**config.mk**
```make
export PLATFORM = sky130hd
export DESIGN_NAME = dcc_top
export DESIGN_NICKNAME = d
export VERILOG_FILES = /design/src/dcc_pkg.sv /design/src/dcc_top.sv
export SDC_FILE = /design/constraint.sdc
export NUM_CORES = 1
export LEC_CHECK = 0
export BUFFER_PORTS_ARGS = -buffer_cell sky130_fd_sc_hd__buf_2
export CAP_MARGIN = 20
export CORE_MARGIN = 4
export CORE_UTILIZATION = 40
export CTS_BUF_LIST = sky130_fd_sc_hd__clkbuf_4
export CTS_CLUSTER_SIZE = 14
export DETAILED_ROUTE_END_ITERATION = 8
export PLACE_DENSITY = 0.68
export SYNTH_ARGS = -nofsm -noshare
export SYNTH_HDL_FRONTEND = slang
export SYNTH_SLANG_ARGS = --single-unit
```
**constraint.sdc**
```tcl
create_clock -name clk_i -period 1.8 [get_ports clk_i]
set_input_delay 0.27 -clock clk_i [delete_from_list [all_inputs] [get_ports clk_i]]
set_output_delay 0.27 -clock clk_i [all_outputs]
set_load 0.02 [all_outputs]
```
**src/dcc_pkg.sv**
```systemverilog
// Purpose: constants for the dual comparator control block
// Assumes: wishbone classic slave, 32-bit data, one word per register
// Notes: control bit positions follow the channel register layout
package dcc_pkg;
  localparam int DCC_AW = 4;
  localparam logic [3:0] DCC_OFS_CTRL1 = 4'h0;
  localparam logic [3:0] DCC_OFS_CTRL2 = 4'h4;
  localparam logic [3:0] DCC_OFS_SHARED = 4'h8;
  localparam logic [3:0] DCC_OFS_IRQ = 4'hC;
  localparam int DCC_BIT_EN = 7;
  localparam int DCC_BIT_OUT = 6;
  localparam int DCC_BIT_OE = 5;
  localparam int DCC_BIT_POL = 4;
  localparam int DCC_BIT_SP = 3;
  localparam int DCC_BIT_REF = 2;
  localparam int DCC_BIT_CH = 0;
  localparam int DCC_BIT_MIR = 0;
  localparam int DCC_BIT_FLAG = 0;
  localparam int DCC_BIT_IE = 2;
  localparam int DCC_BIT_PERIPHERAL_IRQ_ENABLE = 4;
  localparam int DCC_BIT_GIE = 5;
  // speed bit resets to one: normal speed is the default
  localparam logic [7:0] DCC_CTRL_RST = 8'h08;
  localparam logic [1:0] DCC_FLAG_RST = 2'h0;
  localparam logic [1:0] DCC_IE_RST = 2'h0;
  localparam logic [1:0] DCC_PHASE_RST = 2'h0;
  localparam logic [1:0] DCC_PHASE_FIRST = 2'h0;
endpackage : dcc_pkg

```
**src/dcc_top.sv**
```systemverilog
// Purpose: control, output latch and change interrupt of two comparators
// Assumes: raw comparator results arrive asynchronously from analog cells
// Notes: instruction cycle is four clocks; first phase samples outputs
//
// The Wishbone slave port and the placing of the registers are this design's own decisions.
`timescale 1ns/1ns
module dcc_top (
  input wire logic clk_i,
  input wire logic rst_i,
  input wire logic [dcc_pkg::DCC_AW-1:0] adr_i,
  input wire logic [31:0] dat_i,
  output logic [31:0] dat_o,
  input wire logic we_i,
  input wire logic [3:0] sel_i,
  input wire logic cyc_i,
  input wire logic stb_i,
  output logic ack_o,
  input wire logic [1:0] raw_result_i,
  input wire logic [1:0] pin_direction_i,
  input wire logic [1:0] port_latch_i,
  output logic [1:0] pin_out_o,
  output logic [1:0] pin_oe_o,
  output logic [1:0] pin_override_o,
  output logic [1:0] cmp_on_o,
  output logic [1:0] speed_select_o,
  output logic [1:0] reference_select_o,
  output logic [3:0] inverting_input_select_o,
  output logic irq_o,
  output logic wake_o
);
  import dcc_pkg::*;

  typedef struct packed {
    logic [1:0][7:0] ctrl;
    logic [1:0] sync_a;
    logic [1:0] sync_b;
    logic [1:0] out_latch;
    logic [1:0] latch_rd;
    logic [1:0] latch_q1;
    logic [1:0] mm_prev;
    logic [1:0] flag;
    logic [1:0] irq_en;
    logic peripheral_irq_enable;
    logic global_irq_enable;
    logic [1:0] phase;
    logic ack;
    logic [31:0] rdata;
  } dcc_state_t;

  dcc_state_t st;
  dcc_state_t next_st;
  logic [1:0] cur_out;
  logic [1:0] mismatch;
  logic [1:0] rd_ctrl;
  logic [1:0] wr_ctrl;
  logic req;
  logic first_phase;

  assign req = cyc_i && stb_i && !st.ack;
  assign first_phase = (st.phase == DCC_PHASE_FIRST);

  genvar g;
  generate
    for (g = 0; g < 2; g++) begin : g_ch
      // polarity applies to the latched result; off channel shows polarity
      assign cur_out[g] = st.out_latch[g] ^ st.ctrl[g][DCC_BIT_POL];
      assign mismatch[g] = st.latch_rd[g] ^ st.latch_q1[g];
      assign rd_ctrl[g] = req && (adr_i == (g ? DCC_OFS_CTRL2 : DCC_OFS_CTRL1));
      assign wr_ctrl[g] = rd_ctrl[g] && we_i && sel_i[0];
      assign cmp_on_o[g] = st.ctrl[g][DCC_BIT_EN];
      assign speed_select_o[g] = st.ctrl[g][DCC_BIT_SP];
      assign reference_select_o[g] = st.ctrl[g][DCC_BIT_REF];
      assign inverting_input_select_o[2*g +: 2] =
        st.ctrl[g][DCC_BIT_CH +: 2];
      // pin path unlatched: synchronised raw value straight through
      // output enable hands the pin to the comparator, else the port latch
      assign pin_out_o[g] = st.ctrl[g][DCC_BIT_OE] ?
        ((st.sync_b[g] & st.ctrl[g][DCC_BIT_EN]) ^ st.ctrl[g][DCC_BIT_POL])
        : port_latch_i[g];
      assign pin_override_o[g] = st.ctrl[g][DCC_BIT_OE];
      assign pin_oe_o[g] = st.ctrl[g][DCC_BIT_OE] && !pin_direction_i[g]
        && st.ctrl[g][DCC_BIT_EN];
    end
  endgenerate

  // request needs all enables; wake ignores the global enable
  assign irq_o = |(st.flag & st.irq_en) && st.peripheral_irq_enable && st.global_irq_enable;
  assign wake_o = |(st.flag & st.irq_en & cmp_on_o) && st.peripheral_irq_enable;
  assign ack_o = st.ack;
  assign dat_o = st.rdata;

  always_comb begin
    next_st = st;
    next_st.ack = 1'b0;
    next_st.rdata = 32'h00000000;
    next_st.phase = st.phase + 2'h1;
    next_st.sync_a = raw_result_i;
    next_st.sync_b = st.sync_a;
    for (int i = 0; i < 2; i++) begin
      // raw result is high when plus input exceeds minus; gated by enable
      if (first_phase) begin
        next_st.out_latch[i] = st.sync_b[i] & st.ctrl[i][DCC_BIT_EN];
        // sample the new result so the latch tracks the output latch
        next_st.latch_q1[i] = (st.sync_b[i] & st.ctrl[i][DCC_BIT_EN])
          ^ st.ctrl[i][DCC_BIT_POL];
      end
      if (rd_ctrl[i]) begin
        next_st.latch_rd[i] = cur_out[i];
      end
      if (wr_ctrl[i]) begin
        next_st.latch_rd[i] = cur_out[i];
        next_st.ctrl[i][7] = dat_i[7];
        next_st.ctrl[i][5:0] = dat_i[5:0];
      end
      next_st.mm_prev[i] = mismatch[i];
    end
    if (req) begin
      next_st.ack = 1'b1;
      case (adr_i)
        DCC_OFS_CTRL1: next_st.rdata[7:0] = {st.ctrl[0][7], cur_out[0],
          st.ctrl[0][5:0]};
        DCC_OFS_CTRL2: next_st.rdata[7:0] = {st.ctrl[1][7], cur_out[1],
          st.ctrl[1][5:0]};
        DCC_OFS_SHARED: next_st.rdata[DCC_BIT_MIR +: 2] = cur_out;
        DCC_OFS_IRQ: next_st.rdata[7:0] = {2'h0, st.global_irq_enable, st.peripheral_irq_enable,
          st.irq_en, st.flag};
        default: next_st.rdata = 32'h00000000;
      endcase
      if (we_i && sel_i[0] && adr_i == DCC_OFS_IRQ) begin
        next_st.flag = dat_i[DCC_BIT_FLAG +: 2];
        next_st.irq_en = dat_i[DCC_BIT_IE +: 2];
        next_st.peripheral_irq_enable = dat_i[DCC_BIT_PERIPHERAL_IRQ_ENABLE];
        next_st.global_irq_enable = dat_i[DCC_BIT_GIE];
      end
    end
    // edge sets the flag; set wins over a same-cycle software clear
    for (int i = 0; i < 2; i++) begin
      if (mismatch[i] && !st.mm_prev[i]) begin
        next_st.flag[i] = 1'b1;
      end
    end
  end

  always_ff @(posedge clk_i) begin
    if (rst_i) begin
      st <= '0;
      st.ctrl[0] <= DCC_CTRL_RST;
      st.ctrl[1] <= DCC_CTRL_RST;
      st.flag <= DCC_FLAG_RST;
      st.irq_en <= DCC_IE_RST;
      st.phase <= DCC_PHASE_RST;
    end else begin
      st <= next_st;
    end
  end

  a_flag_on_edge: assert property (@(posedge clk_i) disable iff (rst_i)
    (mismatch[0] && !st.mm_prev[0]) |=> st.flag[0])
    else $error("flag not set on mismatch edge");
  a_irq_gating: assert property (@(posedge clk_i) disable iff (rst_i)
    irq_o |-> (st.global_irq_enable && st.peripheral_irq_enable && |(st.irq_en & st.flag)))
    else $error("irq without all enables");
  a_read_clears: assert property (@(posedge clk_i) disable iff (rst_i)
    (rd_ctrl[0] && !first_phase) |=> !mismatch[0])
    else $error("control read did not clear mismatch");
  a_write_clears: assert property (@(posedge clk_i) disable iff (rst_i)
    (wr_ctrl[1] && !first_phase) |=> !mismatch[1])
    else $error("control write did not clear mismatch");
  a_pin_oe: assert property (@(posedge clk_i) disable iff (rst_i)
    pin_oe_o[0] |-> (cmp_on_o[0] && !pin_direction_i[0]))
    else $error("pin driven without conditions");
  a_sample_phase: assert property (@(posedge clk_i) disable iff (rst_i)
    !first_phase |=> $stable(st.latch_q1))
    else $error("second latch moved off first phase");
  a_shared_keeps: assert property (@(posedge clk_i) disable iff (rst_i)
    (req && adr_i == DCC_OFS_SHARED) |=> $stable(st.latch_rd))
    else $error("shared read touched latch");
  a_sync_path: assert property (@(posedge clk_i) disable iff (rst_i)
    (!$past(rst_i) && !$past(rst_i, 2))
    |-> (st.sync_b == $past(raw_result_i, 2)))
    else $error("sync path broken");
  a_reset_ctrl: assert property (@(posedge clk_i) disable iff (rst_i)
    $past(rst_i) |-> (st.ctrl[0] == DCC_CTRL_RST
    && st.ctrl[1] == DCC_CTRL_RST && st.flag == DCC_FLAG_RST))
    else $error("reset state wrong");
  a_pin_source: assert property (@(posedge clk_i) disable iff (rst_i)
    !st.ctrl[1][DCC_BIT_OE] |-> (pin_out_o[1] == port_latch_i[1]))
    else $error("port latch not on pin");
  a_flag_keeps: assert property (@(posedge clk_i) disable iff (rst_i)
    (!(mismatch[1] && !st.mm_prev[1])
     && !(req && we_i && sel_i[0] && adr_i == DCC_OFS_IRQ))
    |=> $stable(st.flag[1]))
    else $error("flag moved without cause");
  a_ack_one: assert property (@(posedge clk_i) disable iff (rst_i)
    ack_o |=> !ack_o)
    else $error("ack held two cycles");
endmodule : dcc_top

```
==> summary.txt <==
Pwr
  – Internal Pwr Total: 1.34 mW
  – Logic pwr share: 13.5%
  – Psw: 0.496 mW
  – Peak VDD IR: 0.442 mV
  – Sw Ratio: 27.1%
  – Clock share of power: 32.6%
  – LEAKAGE: between 1 and 1.5 nW
  – Total power: 1.83 mW
  – P per Cell Area: 722 mW/mm2
  – Seq pwr share: 53.9%

Die
  – Initial Util: 42.3%
  – Io pins: 102
  – Rows: 27
  – Die area: between 0.007 and 0.008 mm2
  – Core outline area: 0.00564 mm2
  – Die Span X: 85.3 um
  – Die H: 85.3 um

STA
  – Final setup vio count: 0
  – Hold Violations, Final: 0
  – Final Critical Period: 1.62 ns
  – Fmax: 617 MHz
  – RSZ-0062 raised after global routing: false
  – Worst-Margin Slew: a little over 0.5 ns
  – Fin crit share: 90.0%
  – Worst Skew: 0.0117 ns
  – Slew Limit Fails: 0
  – Final TNS setup: 0 ns
  – Slew Limit Headroom: 65.6%

Setup path
  – Startpoint types: flip-flop
  – WP data required: 1.53 ns
  – Family with the most delay on the worst path: flip-flops
  – CP Capture Type: primary output
  – Crit-path max cell delay: ~0.44 ns
  – CP max stage cell: dfxtp_2
  – Worst path bufs/invs: 1
  – CP Class: reg2out
  – Worst Path Max Fanout: 7
  – Crit path arrival time: 1.35 ns
  – CP cell instances: nand2_1 > xor2_1 > a21oi_1 > buf_2

Synth
  – Avg Inst Size Synth: 9.55 um2
  – Ys async rst share: 0%
  – Post-synth top area share: around 36%
  – Post-synthesis sequential area ratio: between 30 and 40%
  – Post-Syn Area: 0.00239 mm2
  – Unique masters post-synth: 41
  – FF+latch count, synth: 43
  – Yosys warnings: 0
  – Cell with the most instances after synthesis: buf_4
  – Post-synth top flop: dfxtp_1
  – Synth top area cells: dfxtp_1 (36%), buf_4 (14%), o31ai_2 (5.2%), nand4_1 (5.0%), a21oi_1 (4.6%)
  – Synth Instances: 250
  – Post-synth top cells: buf_4 (44), dfxtp_1 (43), a21oi_1 (22)
  – Post-synth top area cell: dfxtp_1
  – Post-synth EDFFs: 0

CTS
  – H-tree lvl count: 2
  – Clk_lat worst skew: roughly 0.36 ns
  – Clk buf depth: 2
  – CTS Sinks: 43
  – Clock-pin slew on the worst setup and hold paths: 0.13 ns
  – TritonCTS buffer count: 5
  – CTS tree: built
  – CTS root buf: clkbuf_4

Routing
  – DR pass1 iterations: 4
  – Residual DRC count: 0
  – Final wirelength: 5360 um
  – 1st-iter DRT viols: 135
  – DR WL/cell: about 15 um
  – Drt via density: 5.14
  – Total vias in the final route: 1805
  – Final ANT Viol Nets: 0

Global routing
  – Pin count of the biggest net entering global routing: 36
  – Total gr overflow: 0
  – Met2 usage: 25.0%
  – M1 GR Usage: 18.3%
  – Number of global-route vias before repair: 1690
  – Initial antenna violation count: 0
  – First-pass GRT wire length: 8420 um
  – Busiest grt layer: met2
  – Met3 Usage GRT: roughly 3.3%
  – Total track usage: 14.7%

Layout
  – Finished Cell Area: 0.00254 mm2
  – Syn-to-layout area delta: 6.23%
  – Diode count: 0
  – Final core occ: 45.0%
  – Filler Cell Count: approximately 550
  – Post-route insts no fill: 351
  – Layout cells sized above 1: 31.9%
  – Final nets: 330

Min path
  – Min-Delay Path Class: in2reg

Flow run
  – Max_cap viols: 0

Place
  – DP HPWL: 3890 um
  – Placer Congestion: ~0.80
  – Port bufs: 49
  – Placed standard-cell area: 0.00246 mm2
  – DP Cell Count: 343

Status
  – Status: finished clean
cell type report:
type	count	area (um2)	share of cell area (%)
Clock inverter	3	38.8	1.53
Clock buffer	5	37.5	1.48
Sequential cell	43	862	34.0
Multi-Input combinational cell	166	1170	46.3
Tap cell	72	90.1	3.55
Inverter	2	7.51	0.296
Timing Repair Buffer	60	328	12.9
path summary, 6_finish.rpt:
check,from,depth (start not counted),endpoint,slack [ns]
worst min-delay path,raw_result_i[0],2,next_st[49],0.11
worst min register to register,st[33],1,st[33],0.43
worst max register to register,ack_o,3,dat_o[7],0.28
worst max-delay path,cmp_on_o[0],4,pin_out_o[0],0.18
registers in the layout (all words and copies together) (netlist names):
| name | flops |
|---|---|
| st | 20 |
| dat_o | 8 |
| inverting_input_select_o | 4 |
| cmp_on_o | 2 |
| next_st | 2 |
| pin_override_o | 2 |
| reference_select_o | 2 |
| speed_select_o | 2 |
| ack_o | 1 |
through the flow:
| stage | setup slack, ns | hold slack (ns) |
|---|---|---|
| floorplan | 0.420 | 0.393 |
| detailed placement | 0.217 | 0.416 |
| CTS | 0.0432 | 0.102 |
| global placement | 0.256 | 0.401 |
| global route | 0.0323 | 0.110 |
| finish | 0.179 | 0.113 |
timing repair:
| item | CTS | global route |
|---|---|---|
| hold buffers | 0 | 0 |
| endpoints found under the hold margin | 0 | 0 |
| setup buffers | 0 | 0 |
| setup endpoints to repair | 0 | 2 |
| gates resized for setup | 0 | 2 |
logic make-up after synthesis:
group | share of synthesized area (%)
XOR/XNOR | 2.20
buffers and inverters | 18.4
AO/OA/AOI/OAI | 18.2
other | 0.157
AND/OR/NAND/NOR | 20.0
multiplexers | 4.40
adder cells (fa/ha/maj) | 0.524
flip-flops | 36.0
per-layer routing:
metal,vias up,wire (um)
li1,888,-
met1,840,2270
met2,69,2640
met3,8,370
met4,0,70
met5,-,0
power groups by stage:
| stage | logic [mW] | clock network, mW | registers, mW |
|---|---|---|---|
| 2_1_floorplan | 0.216 | 0 | 1.01 |
| 3_3_place_gp | 0.243 | 0 | 1.01 |
| 3_5_place_dp | 0.246 | 0 | 1.01 |
| 4_1_cts | 0.247 | 0.614 | 0.987 |
| 5_1_grt | 0.267 | 0.650 | 0.990 |
| 6_report | 0.247 | 0.598 | 0.987 |
layout by cell type, fill, tap and decap left out, types with 2 or more instances in the layout:
cell	count
o31ai_1	6
nand2b_1	3
conb_1	24
a31oi_1	3
dfxtp_1	42
nor2_1	14
o31ai_2	10
mux2i_1	6
a2bb2oi_1	4
and2_1	2
nand3_1	4
clkbuf_4	5
nand2_1	6
nor2b_1	8
o31ai_4	3
mux4_2	2
buf_4	11
xor2_1	5
buf_2	49
a21oi_1	22
inv_1	2
a211oi_1	2
nand4_1	19
or4_1	2
nor3_1	6
(Power assumes the default switching activity.)
